`config.mk`:
```
export PLATFORM = sky130hd
export DESIGN_NAME = pspc_sram_pins
export DESIGN_NICKNAME = d
export VERILOG_FILES = /design/src/verilog/pspc_pkg.sv /design/src/verilog/pspc_fifo.sv /design/src/verilog/pspc_sram_pins.sv
export SDC_FILE = /design/constraint.sdc
export NUM_CORES = 2
export LEC_CHECK = 0
export ABC_AREA = 1
export BUFFER_PORTS_ARGS = -buffer_cell sky130_fd_sc_hd__buf_2
export CAP_MARGIN = 20
export CORE_MARGIN = 1.5
export CORE_UTILIZATION = 40
export CTS_BUF_LIST = sky130_fd_sc_hd__clkbuf_8
export DETAILED_ROUTE_END_ITERATION = 6
export PLACE_DENSITY = 0.52
export SYNTH_ARGS = -nofsm -noshare
export SYNTH_HDL_FRONTEND = slang
export SYNTH_HIERARCHICAL = 1
export SYNTH_SLANG_ARGS = --single-unit
```
`constraint.sdc`:
```
create_clock -name clk -period 6.26 [get_ports clk]
set_clock_uncertainty 0.05 [all_clocks]
set_input_delay 0 -clock clk [delete_from_list [all_inputs] [get_ports clk]]
set_output_delay 0 -clock clk [all_outputs]
set_load 0.01 [all_outputs]
```
`src/verilog/pspc_pkg.sv`:
```
// shared constants and types for the pipelined sram pin control block
package pspc_pkg;

  // ------------------------------------------------------------------
  // geometry defaults
  // ------------------------------------------------------------------
  localparam int LANE_W = 8;
  localparam int LANES = 4;
  localparam int ADDR_W = 4;
  localparam int BURST_W = 2;
  localparam int FIFO_DEPTH = 32;

  // ------------------------------------------------------------------
  // reset values and burst step
  // ------------------------------------------------------------------
  localparam logic RST_MODE = 1'b1;
  localparam logic RST_DRIVE = 1'b0;
  localparam logic [BURST_W-1:0] RST_BURST = 2'h0;
  localparam logic [BURST_W-1:0] BURST_STEP = 2'h1;

  // ------------------------------------------------------------------
  // data phase state
  // ------------------------------------------------------------------
  typedef enum logic [2:0] {
    ST_IDLE  = 3'b001,
    ST_READ  = 3'b010,
    ST_WRITE = 3'b100
  } pspc_phase_e;

  // ------------------------------------------------------------------
  // captured write record handed to the fifo
  // ------------------------------------------------------------------
  typedef struct packed {
    logic [ADDR_W-1:0] addr;
    logic [LANES-1:0] laneWrite;
    logic [LANES-1:0] parity;
    logic [LANES*LANE_W-1:0] data;
  } pspc_capture_s;

endpackage

```
`src/verilog/pspc_fifo.sv`:
```
// fifo with registered head for the captured write stream
`timescale 1ns/1ps
module pspc_fifo #(
  parameter int WIDTH = 8,
  parameter int DEPTH = 32
) (
  input wire logic clk,
  input wire logic rst,
  input wire logic inValid,
  output logic inReady,
  input wire logic [WIDTH-1:0] inData,
  output logic outValid,
  input wire logic outReady,
  output logic [WIDTH-1:0] outData
);

  // ------------------------------------------------------------------
  // storage and pointers
  // ------------------------------------------------------------------
  localparam int PTR_W = (DEPTH > 1) ? $clog2(DEPTH) : 1;
  localparam logic [PTR_W:0] FULL_CNT = (PTR_W+1)'(DEPTH);
  localparam logic [PTR_W-1:0] LAST_PTR = PTR_W'(DEPTH - 1);

  logic [WIDTH-1:0] mem [DEPTH];
  logic [PTR_W-1:0] wrPtr_q;
  logic [PTR_W-1:0] rdPtr_q;
  logic [PTR_W:0] cnt_q;
  logic [PTR_W:0] cnt_d;
  logic headValid_q;
  logic [WIDTH-1:0] headData_q;

  wire push = inValid && inReady;
  wire pop = (cnt_q != '0) && (!headValid_q || outReady);
  wire [PTR_W-1:0] wrNext = (wrPtr_q == LAST_PTR) ? '0 : wrPtr_q + 1'b1;
  wire [PTR_W-1:0] rdNext = (rdPtr_q == LAST_PTR) ? '0 : rdPtr_q + 1'b1;

  assign inReady = (cnt_q != FULL_CNT);
  assign outValid = headValid_q;
  assign outData = headData_q;
  assign cnt_d = cnt_q + {{PTR_W{1'b0}}, push} - {{PTR_W{1'b0}}, pop};

  // ------------------------------------------------------------------
  // pointer, count and head registers
  // ------------------------------------------------------------------
  always_ff @(posedge clk or posedge rst) begin
    if (rst) begin
      wrPtr_q <= '0;
      rdPtr_q <= '0;
      cnt_q <= '0;
      headValid_q <= 1'b0;
      headData_q <= '0;
    end else begin
      cnt_q <= cnt_d;
      if (push) begin
        wrPtr_q <= wrNext;
      end
      if (pop) begin
        rdPtr_q <= rdNext;
        headValid_q <= 1'b1;
        headData_q <= mem[rdPtr_q];
      end else if (outReady) begin
        headValid_q <= 1'b0;
      end
    end
  end

  always_ff @(posedge clk) begin
    if (push) begin
      mem[wrPtr_q] <= inData;
    end
  end

endmodule

```
`src/verilog/pspc_sram_pins.sv`:
```
// What this block does
// - act only on edges with qualify low
// - qualify high freezes access state and pin outputs
// - selected only for low, high, low enables
// - output enable high tristates pins immediately
// - no drive on write data, deselect, reemergence
// - capture input pins on qualified rising edge while dataOe is low
// - read data follows address by one edge
// - parity bits follow their byte lane selects
// - strap high interleaved, low linear bursts
// - write request low writes, high reads
// - advance steps burst, low loads address
// - lane selects gate each byte and parity
`timescale 1ns/1ps
module pspc_sram_pins #(
  parameter int LANE_W = pspc_pkg::LANE_W,
  parameter int LANES = pspc_pkg::LANES,
  parameter int ADDR_W = pspc_pkg::ADDR_W,
  parameter int FIFO_DEPTH = pspc_pkg::FIFO_DEPTH
) (
  input wire logic clk,
  input wire logic rst,
  input wire logic clock_qualify_n,
  input wire logic select_low_a_n,
  input wire logic select_high,
  input wire logic select_low_b_n,
  input wire logic writeRequest_n,
  input wire logic advance_or_load,
  input wire logic [LANES-1:0] lane_write_select_n,
  input wire logic [ADDR_W-1:0] addrIn,
  input wire logic outputEnable_n,
  input wire logic burstModeStrap,
  input wire logic [LANES*LANE_W-1:0] dataIn,
  output logic [LANES*LANE_W-1:0] dataOut,
  output logic dataOe,
  input wire logic [LANES-1:0] parity_lines_in,
  output logic [LANES-1:0] parity_lines_out,
  output logic parityOe,
  output logic captureValid,
  input wire logic captureReady,
  output pspc_pkg::pspc_capture_s captureData
);

  // ------------------------------------------------------------------
  // declarations
  // ------------------------------------------------------------------
  localparam int WORD_W = LANES * (LANE_W + 1);
  localparam int DATA_W = LANES * LANE_W;
  localparam int BW = pspc_pkg::BURST_W;

  logic [WORD_W-1:0] core [2**ADDR_W];
  logic [ADDR_W-1:0] baseAddr_q;
  logic [ADDR_W-1:0] accessAddr_q;
  logic [ADDR_W-1:0] accessAddr_d;
  logic [BW-1:0] burstCnt_q;
  logic [BW-1:0] burstCnt_d;
  logic burstActive_q;
  logic burstWrite_q;
  logic [LANES-1:0] laneSel_q;
  pspc_pkg::pspc_phase_e phase_q;
  pspc_pkg::pspc_phase_e phase_d;
  logic [DATA_W-1:0] readData_q;
  logic [LANES-1:0] readParity_q;
  logic drive_q;
  logic [DATA_W-1:0] captured_q;
  logic [LANES-1:0] capturedPar_q;
  logic modeS1_q;
  logic modeS2_q;
  logic modeS3_q;
  logic mode_q;
  logic fifoInReady;
  logic [WORD_W-1:0] mergedWord;
  pspc_pkg::pspc_capture_s pushRec;

  // ------------------------------------------------------------------
  // qualification and decode
  // ------------------------------------------------------------------
  wire writePhase = (phase_q == pspc_pkg::ST_WRITE);
  wire readPhase = (phase_q == pspc_pkg::ST_READ);
  wire fifoStall = writePhase && !fifoInReady;
  wire qualified = !clock_qualify_n && !fifoStall;
  wire selectedNow = !select_low_a_n && select_high && !select_low_b_n;
  wire loadCycle = !advance_or_load;
  wire loadSelected = loadCycle && selectedNow;
  wire isWriteReq = !writeRequest_n;
  wire [BW-1:0] nextCnt = burstCnt_q + pspc_pkg::BURST_STEP;
  wire [BW-1:0] lowInterleave = baseAddr_q[BW-1:0] ^ nextCnt;
  wire [BW-1:0] lowLinear = baseAddr_q[BW-1:0] + nextCnt;
  wire [BW-1:0] lowNext = mode_q ? lowInterleave : lowLinear;
  wire [ADDR_W-1:0] advAddr = {baseAddr_q[ADDR_W-1:BW], lowNext};
  wire [WORD_W-1:0] curWord = core[accessAddr_q];
  wire doWrite = qualified && writePhase;

  // ------------------------------------------------------------------
  // next access state
  // ------------------------------------------------------------------
  always_comb begin
    accessAddr_d = accessAddr_q;
    burstCnt_d = burstCnt_q;
    phase_d = pspc_pkg::ST_IDLE;
    if (loadCycle) begin
      if (selectedNow) begin
        accessAddr_d = addrIn;
        burstCnt_d = pspc_pkg::RST_BURST;
        phase_d = isWriteReq ? pspc_pkg::ST_WRITE : pspc_pkg::ST_READ;
      end
    end else if (burstActive_q) begin
      accessAddr_d = advAddr;
      burstCnt_d = nextCnt;
      phase_d = burstWrite_q ? pspc_pkg::ST_WRITE : pspc_pkg::ST_READ;
    end
  end

  always_ff @(posedge clk or posedge rst) begin
    if (rst) begin
      baseAddr_q <= '0;
      accessAddr_q <= '0;
      burstCnt_q <= pspc_pkg::RST_BURST;
      burstActive_q <= 1'b0;
      burstWrite_q <= 1'b0;
      laneSel_q <= '0;
      phase_q <= pspc_pkg::ST_IDLE;
    end else if (qualified) begin
      accessAddr_q <= accessAddr_d;
      burstCnt_q <= burstCnt_d;
      phase_q <= phase_d;
      laneSel_q <= ~lane_write_select_n;
      if (loadCycle) begin
        baseAddr_q <= addrIn;
        burstActive_q <= selectedNow;
        burstWrite_q <= loadSelected && isWriteReq;
      end
    end
  end

  // ------------------------------------------------------------------
  // byte lane merge
  // ------------------------------------------------------------------
  genvar ln;
  generate
    for (ln = 0; ln < LANES; ln++) begin : g_lane
      localparam int DB = ln * LANE_W;
      localparam int PB = DATA_W + ln;
      assign mergedWord[DB +: LANE_W] = laneSel_q[ln] ? dataIn[DB +: LANE_W] :
                                        curWord[DB +: LANE_W];
      assign mergedWord[PB] = laneSel_q[ln] ? parity_lines_in[ln] : curWord[PB];
    end
  endgenerate

  always_ff @(posedge clk) begin
    if (doWrite) begin
      core[accessAddr_q] <= mergedWord;
    end
  end

  // ------------------------------------------------------------------
  // output pipeline and input capture
  // ------------------------------------------------------------------
  always_ff @(posedge clk or posedge rst) begin
    if (rst) begin
      readData_q <= '0;
      readParity_q <= '0;
      drive_q <= pspc_pkg::RST_DRIVE;
      captured_q <= '0;
      capturedPar_q <= '0;
    end else if (qualified) begin
      drive_q <= readPhase;
      if (readPhase) begin
        readData_q <= curWord[DATA_W-1:0];
        readParity_q <= curWord[WORD_W-1:DATA_W];
      end
      if (!dataOe) begin
        captured_q <= dataIn;
        capturedPar_q <= parity_lines_in;
      end
    end
  end

  assign dataOut = readData_q;
  assign parity_lines_out = readParity_q;
  assign dataOe = drive_q && !outputEnable_n;
  assign parityOe = drive_q && !outputEnable_n;

  // ------------------------------------------------------------------
  // burst order strap
  // ------------------------------------------------------------------
  always_ff @(posedge clk or posedge rst) begin
    if (rst) begin
      modeS1_q <= pspc_pkg::RST_MODE;
      modeS2_q <= pspc_pkg::RST_MODE;
      modeS3_q <= pspc_pkg::RST_MODE;
      mode_q <= pspc_pkg::RST_MODE;
    end else begin
      modeS1_q <= burstModeStrap;
      modeS2_q <= modeS1_q;
      modeS3_q <= modeS2_q;
      if (modeS2_q == modeS3_q) begin
        mode_q <= modeS2_q;
      end
    end
  end

  // ------------------------------------------------------------------
  // captured write stream
  // ------------------------------------------------------------------
  assign pushRec.addr = accessAddr_q;
  assign pushRec.laneWrite = laneSel_q;
  assign pushRec.parity = parity_lines_in;
  assign pushRec.data = dataIn;

  pspc_fifo #(
    .WIDTH($bits(pspc_pkg::pspc_capture_s)),
    .DEPTH(FIFO_DEPTH)
  ) u_fifo (
    .clk(clk),
    .rst(rst),
    .inValid(doWrite),
    .inReady(fifoInReady),
    .inData(pushRec),
    .outValid(captureValid),
    .outReady(captureReady),
    .outData(captureData)
  );

  // ------------------------------------------------------------------
  // checks
  // ------------------------------------------------------------------
  AST_HOLD: assert property (@(posedge clk) disable iff (rst)
    clock_qualify_n |=> $stable(readData_q) && $stable(drive_q) && $stable(phase_q))
    else $error("state moved while clock not qualified");

  AST_NOACT: assert property (@(posedge clk) disable iff (rst)
    clock_qualify_n |=> $stable(accessAddr_q) && $stable(burstCnt_q))
    else $error("address moved on unqualified edge");

  AST_DESEL: assert property (@(posedge clk) disable iff (rst)
    qualified && loadCycle && !selectedNow
    |=> phase_q == pspc_pkg::ST_IDLE ##1 (!drive_q || !$past(qualified)))
    else $error("deselect did not idle the data phase");

  AST_OE: assert property (@(posedge clk) disable iff (rst)
    outputEnable_n |-> !dataOe && !parityOe)
    else $error("pins driven while output enable high");

  AST_WRMASK: assert property (@(posedge clk) disable iff (rst)
    qualified && loadSelected && isWriteReq ##1 qualified |=> !drive_q && !dataOe)
    else $error("drive during write data phase");

  AST_RDLAT: assert property (@(posedge clk) disable iff (rst)
    qualified && loadSelected && !isWriteReq ##1 qualified |=> drive_q)
    else $error("read data not driven one edge after address");

  AST_LOAD: assert property (@(posedge clk) disable iff (rst)
    qualified && loadSelected |=> accessAddr_q == $past(addrIn))
    else $error("load did not take the address");

  AST_WRTYPE: assert property (@(posedge clk) disable iff (rst)
    qualified && loadSelected |=> (phase_q == pspc_pkg::ST_WRITE) == $past(isWriteReq))
    else $error("access type does not match write request");

  AST_LINEAR: assert property (@(posedge clk) disable iff (rst)
    qualified && !loadCycle && burstActive_q && !mode_q && $stable(mode_q)
    |=> accessAddr_q[BW-1:0] == $past(accessAddr_q[BW-1:0]) + pspc_pkg::BURST_STEP)
    else $error("linear burst did not step by one");

  COV_READ: cover property (@(posedge clk) disable iff (rst)
    qualified && loadSelected && !isWriteReq ##1 qualified ##1 dataOe);
  COV_BURST: cover property (@(posedge clk) disable iff (rst)
    qualified && loadSelected ##1 (qualified && !loadCycle) [*3]);
  COV_STALL: cover property (@(posedge clk) disable iff (rst)
    writePhase && !fifoInReady);
  COV_SUSPEND: cover property (@(posedge clk) disable iff (rst)
    drive_q && clock_qualify_n [*2]);

endmodule
```
== Yosys cells after proc, flatten, opt, wreduce, memory -nomap -nowiden ==
Memories as Yosys holds them, arrays and structs flattened. A register that Yosys moved wholly into a read port is not among the register bits.
Index checks and enable logic that the tools add are counted.

* Add/sub/neg operators: 6
* Equality and inequality tests: 7
* Multiplexer cells: 28
* Bitwise operators: 3
* Reduce and logical (&&, ||, !) cells: 26

{| class="wikitable"
|+ Operators by type and width
! cell !! count
|-
| two-way mux 8 bit || 4
|-
| two-way mux 3 bit || 5
|-
| two-way mux 4 bit || 3
|-
| adder 5 x 1 -> 5 bit, second input constant || 2
|-
| equality test 5 bit, second input constant || 2
|-
| logical AND 1 bit || 10
|-
| two-way mux 1 bit || 10
|-
| two-way mux 5 bit || 2
|-
| zero test 1 bit || 9
|-
| two-way mux 2 bit || 4
|-
| adder 6 x 1 -> 6 bit || 1
|-
| inequality test 6 bit, second input constant || 1
|-
| nonzero test 6 bit || 1
|-
| subtractor 6 x 1 -> 6 bit || 1
|-
| inverter 4 bit || 1
|-
| AND reduction 2 bit || 2
|-
| nonzero test 2 bit || 2
|-
| equality test 3 x 2 -> 1 bit, second input constant || 1
|-
| equality test 3 bit, second input constant || 1
|-
| AND reduction 3 bit || 1
|-
| adder 2 x 1 -> 2 bit, second input constant || 1
|-
| adder 2 bit || 1
|-
| inequality test 2 x 1 -> 1 bit, second input constant || 1
|-
| bitwise XOR 2 bit || 1
|-
| 3 further kinds || 3
|}

* Register bits: 77
* Memory bits (writable): 1984
* Bits of input ports: 55
* Memories kept: 2

{| class="wikitable"
|+ Memory list
! name !! depth !! bits a word !! rd ports !! clocked after Yosys merged registers in !! wr ports !! line !! text
|-
| u_fifo.mem || 32 || 44 || 1 || 1 || 1 || pspc_fifo.sv:24 || <nowiki>logic [WIDTH-1:0] mem [DEPTH];</nowiki>
|-
| core || 16 || 36 || 1 || 0 || 1 || pspc_sram_pins.sv:51 || <nowiki>logic [WORD_W-1:0] core [2**ADDR_W];</nowiki>
|}

== Logic depth before layout (Yosys ltp) ==
* Depth after elaboration: 9
* Mapped depth: 20

== By module ==
The synthesis kept the hierarchy.

{| class="wikitable"
|+ By module, submodules not included
! module !! instances !! cells each !! area each (sq um) !! seq. area each (sq um)
|-
| pspc_fifo || 1 || 5783 || 62057.0 || 43807.0
|-
| pspc_sram_pins || 1 || 2619 || 26555.5 || 18804.3
|}

== Least setup slack after synthesis ==
No wires, ideal clock.

* Kind: register -> register
* Start point: register accessAddr_q[3]
* End point: memory core[10][0] in the netlist's numbering (enable)
* Library setup time: 0.474 ns
* Data arrival time: 3.962 ns
* Required time: 5.736 ns
* Setup slack: 1.773 ns
* Stages on the path, launching flop included: 6
* Path through: dfrtp_1 > inv_1 > nor2_2 > buf_2 > inv_1 > nor3_1

{| class="wikitable"
|+ RTL lines
! item !! line !! text
|-
| from (decl) || pspc_sram_pins.sv:53 || <nowiki>logic [ADDR_W-1:0] accessAddr_q;</nowiki>
|-
| from (signal assigned) || pspc_sram_pins.sv:124 || <nowiki>accessAddr_q <= accessAddr_d;</nowiki>
|-
| to (decl) || pspc_sram_pins.sv:51 ||
|}

Straight into the memory's write port.

== Final worst setup path ==
* Start point: register u_fifo.cnt_q[2]
* End point: memory u_fifo/mem[10][10] in the netlist's numbering (enable)

* Word-level cells in the longest chain between the ends: 9

{| class="wikitable"
|+ RTL lines
! item !! line !! text
|-
| from (decl) || pspc_fifo.sv:27 || <nowiki>logic [PTR_W:0] cnt_q;</nowiki>
|-
| from (signal assigned) || pspc_fifo.sv:53 || <nowiki>cnt_q <= cnt_d;</nowiki>
|-
| inequality test 6 bit || pspc_fifo.sv:37 || <nowiki>assign inReady = (cnt_q != FULL_CNT);</nowiki>
|-
| named net fifoInReady || pspc_sram_pins.sv:71 || <nowiki>logic fifoInReady;</nowiki>
|-
| zero test 1 bit || pspc_sram_pins.sv:80 || <nowiki>wire fifoStall = writePhase && !fifoInReady;</nowiki>
|-
| logical AND 1 bit || pspc_sram_pins.sv:80 ||
|-
| zero test 1 bit || pspc_sram_pins.sv:81 || <nowiki>wire qualified = !clock_qualify_n && !fifoStall;</nowiki>
|-
| logical AND 1 bit || pspc_sram_pins.sv:81 ||
|-
| logical AND 1 bit || pspc_sram_pins.sv:92 || <nowiki>wire doWrite = qualified && writePhase;</nowiki>
|-
| named net doWrite || pspc_sram_pins.sv:92 ||
|-
| logical AND 1 bit || pspc_fifo.sv:32 || <nowiki>wire push = inValid && inReady;</nowiki>
|-
| two-way mux 1 bit || pspc_fifo.sv:68 || <nowiki>if (push) begin</nowiki>
|-
| two-way mux 1 bit (not written as such) || pspc_fifo.sv:69 || <nowiki>mem[wrPtr_q] <= inData;</nowiki>
|-
| to (decl) || pspc_fifo.sv:24 ||
|}

The timed path passes the listed nets, and every way through them passes these cells.

==> reports/metrics.csv <==
stage;metric;value;unit
logic_synthesis;synthArstFlopShare;0.0575;
drt;vias_per_cell;5.01;
power_and_ir_drop;power_density;403;mW/mm²
floorplanning;rows;172;
clock_tree;cts_tree;done;
cells_and_area;final_cell_mix;3,643 x nand2_1, 1,984 x edfxtp_1, 807 x inv_1;
timing;max_freq;0.220;GHz
floorplanning;die-width;474;µm
logic_synthesis;synth-edff-count;1984;
logic_synthesis;ys.flop_type;edfxtp_1;
cells_and_area;drive_gt1_frac;0.0945;
global_route;grt.overflow.total;0;
timing;slew_violations;0;
logic_synthesis;ys_seq_area_frac;0.707;
floorplanning;start_util;0.403;
placement;pre_cts_ws;1.80;ns
drt;top_layer;met5;
placement;gp_congestion;0.820;
logic_synthesis;ys_seq_elements;2105;
floorplanning;die_area;0.224;mm²
logic_synthesis;synth_area_leaders;edfxtp_1 67%, nand2_1 15%, nand3_1 3.6%, dfrtp_1 3.3%, inv_1 2.8%;
cells_and_area;finalNetCount;8847;
floorplanning;coreArea;0.220;mm²
global_route;grt_pass1_vias;57400;
worst_hold_path;min_to;u_fifo/mem[10][7];
setup_path;cp.required;6.90;ns
placement;dp_hpwl;157000;µm
timing;finalSetupViolations;0;
setup_path;path_class;flip-flop to flip-flop;
cells_and_area;syn_to_final_growth;13.3;%
clock_tree;cts.sinks;2105;
drt;wl_met2;130000;µm
timing;fin_crit;4.54;ns
drt;wl_met1;119000;µm
global_route;antenna_found_initial;12;
power_and_ir_drop;p_int;25200;µW
outcome;status;complete, no violations;
drt;routed_wl;274000;µm
global_route;grt_pass1_wl;396000;µm
clock_tree;clkLatencyLatePin;1.10;ns
power_and_ir_drop;swShare;0.375;
drt;drtAntennaViolNets;0;
timing;final_hold_viol_count;0;
clock_tree;clkTransAtPathRegs;0.06;ns
placement;port_buffers;137;
power_and_ir_drop;seqPwrFrac;0.406;
drt;wl_per_cell;22.8;µm
floorplanning;die_y;474;µm
setup_path;crit_arrival;5.18;ns
setup_path;rr_worst_depth;15;
power_and_ir_drop;clkPwrFrac;0.288;
timing;fin_crit_sh;0.726;
setup_path;timing.rr.end;u_fifo/mem[10][10];
power_and_ir_drop;pwr-share-comb;0.305;
setup_path;crit_path_end_kind;flip-flop;
logic_synthesis;yosys.cell_types.count;33;
floorplanning;pin_count;138;
logic_synthesis;syn_avg_cell_area;10.5;µm²
clock_tree;cts_inserted_buffers;372;
global_route;track_usage;0.241;
cells_and_area;layout_commonest_cell;nand2_1;
clock_tree;root_buffer;clkbuf_8;
timing;setup_tns;0;ns
worst_hold_path;hold_depth;3;
clock_tree;clock_path_buffers;4;
setup_path;worstSetupStartpointType;flip-flop;
power_and_ir_drop;irDropWorstVdd;0.000315;V
setup_path;r2r_start;u_fifo/cnt_q[2];
drt;dr_total_vias;60300;
clock_tree;postCtsSetupBuffers;0;
power_and_ir_drop;switching_power;15200;µW
setup_path;r2r_setup_slack;1.72;ns
timing;slew_headroom;0.197;
worst_hold_path;hp-class;input pin to flip-flop;
job;drv_cap;0;
drt;drt-pass1-iter-count;6;
logic_synthesis;synth.net_count;8475;
worst_hold_path;hp-start;dataIn[7];
logic_synthesis;synth_warnings;6;
logic_synthesis;syn_inst;8402;
timing;tightest_slew;1.20;ns
timing;worst_slack;1.72;ns
logic_synthesis;yosysTopAreaCell;edfxtp_1;
clock_tree;cts_htree_levels;5;
logic_synthesis;synth_top_area_share;0.672;
setup_path;worstPathMaxFanout;32;
clock_tree;cts_resized;0;
drt;drc;0;
power_and_ir_drop;p_leak;0.0418;µW
drt;dr_wl_met3;15500;µm
timing;rsz0062_at_grt;no;
logic_synthesis;synth_area;0.0886;mm²
drt;first_iter_violations;5553;
global_route;grt_max_degree;185;
## logic make-up after synthesis
family,Yosys count,synth area share
XOR/XNOR,6,0.000593
AND/OR/NAND/NOR,4792,0.213
adder cells (fa/ha/maj),19,0.00274
flip-flops,2105,0.707
AO/OA/AOI/OAI,376,0.0213
buffers and inverters,1104,0.0562
## Yosys cell counts (35+ instances only)
cell type	number
nand3_1	635
o21ai_1	37
buf_2	181
edfxtp_1	1984
buf_1	45
nor2_1	485
inv_1	671
buf_6	61
dfrtp_1	116
o21ai_0	239
buf_4	35
clkbuf_1	102
a21oi_1	96
nand2_1	3645
## routing by layer
metal	global-route usage	vias up
li1	-	28300
met1	0.332	29600
met2	0.394	1988
met3	0.0334	447
met4	0.0805	2
met5	0	-
## final cells by class
class                           instances  area (µm²)
Multi-Input combinational cell       5193       21400
Clock inverter                        251        1160
Fill cell                           20900      120000
Tap cell                             2958        3700
Timing Repair Buffer                  423        3340
Sequential cell                      2105       62600
Clock buffer                          401        5520
Inverter                              679        2600
Antenna cell                           16        40.0
## worst max path at each step
stage | start | end | slack [ns] | cells past startpoint
2_1_floorplan | accessAddr_q[3] | core[10][0] | 1.77 | 5
3_3_place_gp | u_fifo/cnt_q[2] | u_fifo/mem[4][5] | 1.81 | 15
3_5_place_dp | u_fifo/cnt_q[2] | u_fifo/mem[4][1] | 1.80 | 15
4_1_cts | u_fifo/cnt_q[2] | u_fifo/mem[10][13] | 1.73 | 15
5_1_grt | u_fifo/cnt_q[2] | u_fifo/mem[10][16] | 1.52 | 15
6_report | u_fifo/cnt_q[2] | u_fifo/mem[10][10] | 1.72 | 15
## power by group through the flow
stage	sequential (µW)	clock [µW]	combinational (µW)
2_1_floorplan	16700	0	7940
3_3_place_gp	16700	0	12200
3_5_place_dp	16700	0	12300
4_1_cts	16400	11900	12400
5_1_grt	16400	12500	13500
6_report	16400	11700	12300
## state kept, by name (all words and copies together) (netlist names)
register	count
phase_q	3
modeS3_q	1
modeS2_q	1
parity_lines_out	4
u_fifo/wrPtr_q	5
dataOut	32
u_fifo/rdPtr_q	5
mode_q	1
u_fifo/outValid	1
accessAddr_q	4
core	576
u_fifo/mem	1408
burstWrite_q	1
u_fifo/outData	44
laneSel_q	4
burstActive_q	1
u_fifo/cnt_q	6
burstCnt_q	2
drive_q	1
baseAddr_q	4
modeS1_q	1
## per-stage QoR
| stage | total power (µW) | std cells | hold WS [ns] | area (µm²) | utilization |
|---|---|---|---|---|---|
| 6_report | 40400 | 12000 | 0.0509 | 100000 | 0.456 |
| 5_1_grt | 42500 | 12000 | 0.00990 | 100000 | 0.456 |
| 4_1_cts | 40700 | 12000 | 0.00151 | 100000 | 0.456 |
| 3_5_place_dp | 29000 | 11300 | -0.0290 | 92700 | 0.421 |
| 3_3_place_gp | 28900 | 11300 | -0.0282 | 92700 | 0.421 |
| 2_1_floorplan | 24600 | 8402 | -0.0455 | 88600 | - |
## repair_timing
action | 4_1_cts | 5_1_grt
setup endpoints to repair | 0 | 0
hold buffers | 98 | 0
endpoints found under the hold margin | 1524 | 0
## worst max-delay path, cell delays in order (launching register included)
cell and delay, ns:
dfrtp_1 0.38, inv_1 0.09, ha_1 0.21, nand4_1 0.12, inv_1 0.07, nand4_1 0.09
nand2_1 0.07, inv_1 0.16, nand4_2 0.12, buf_4 0.24, inv_1 0.08, nand2_1 0.19
inv_1 0.29, nand2_1 0.57, nor2_4 0.71, buf_4 0.64
No activity file was read; power rests on OpenSTA's default activity.
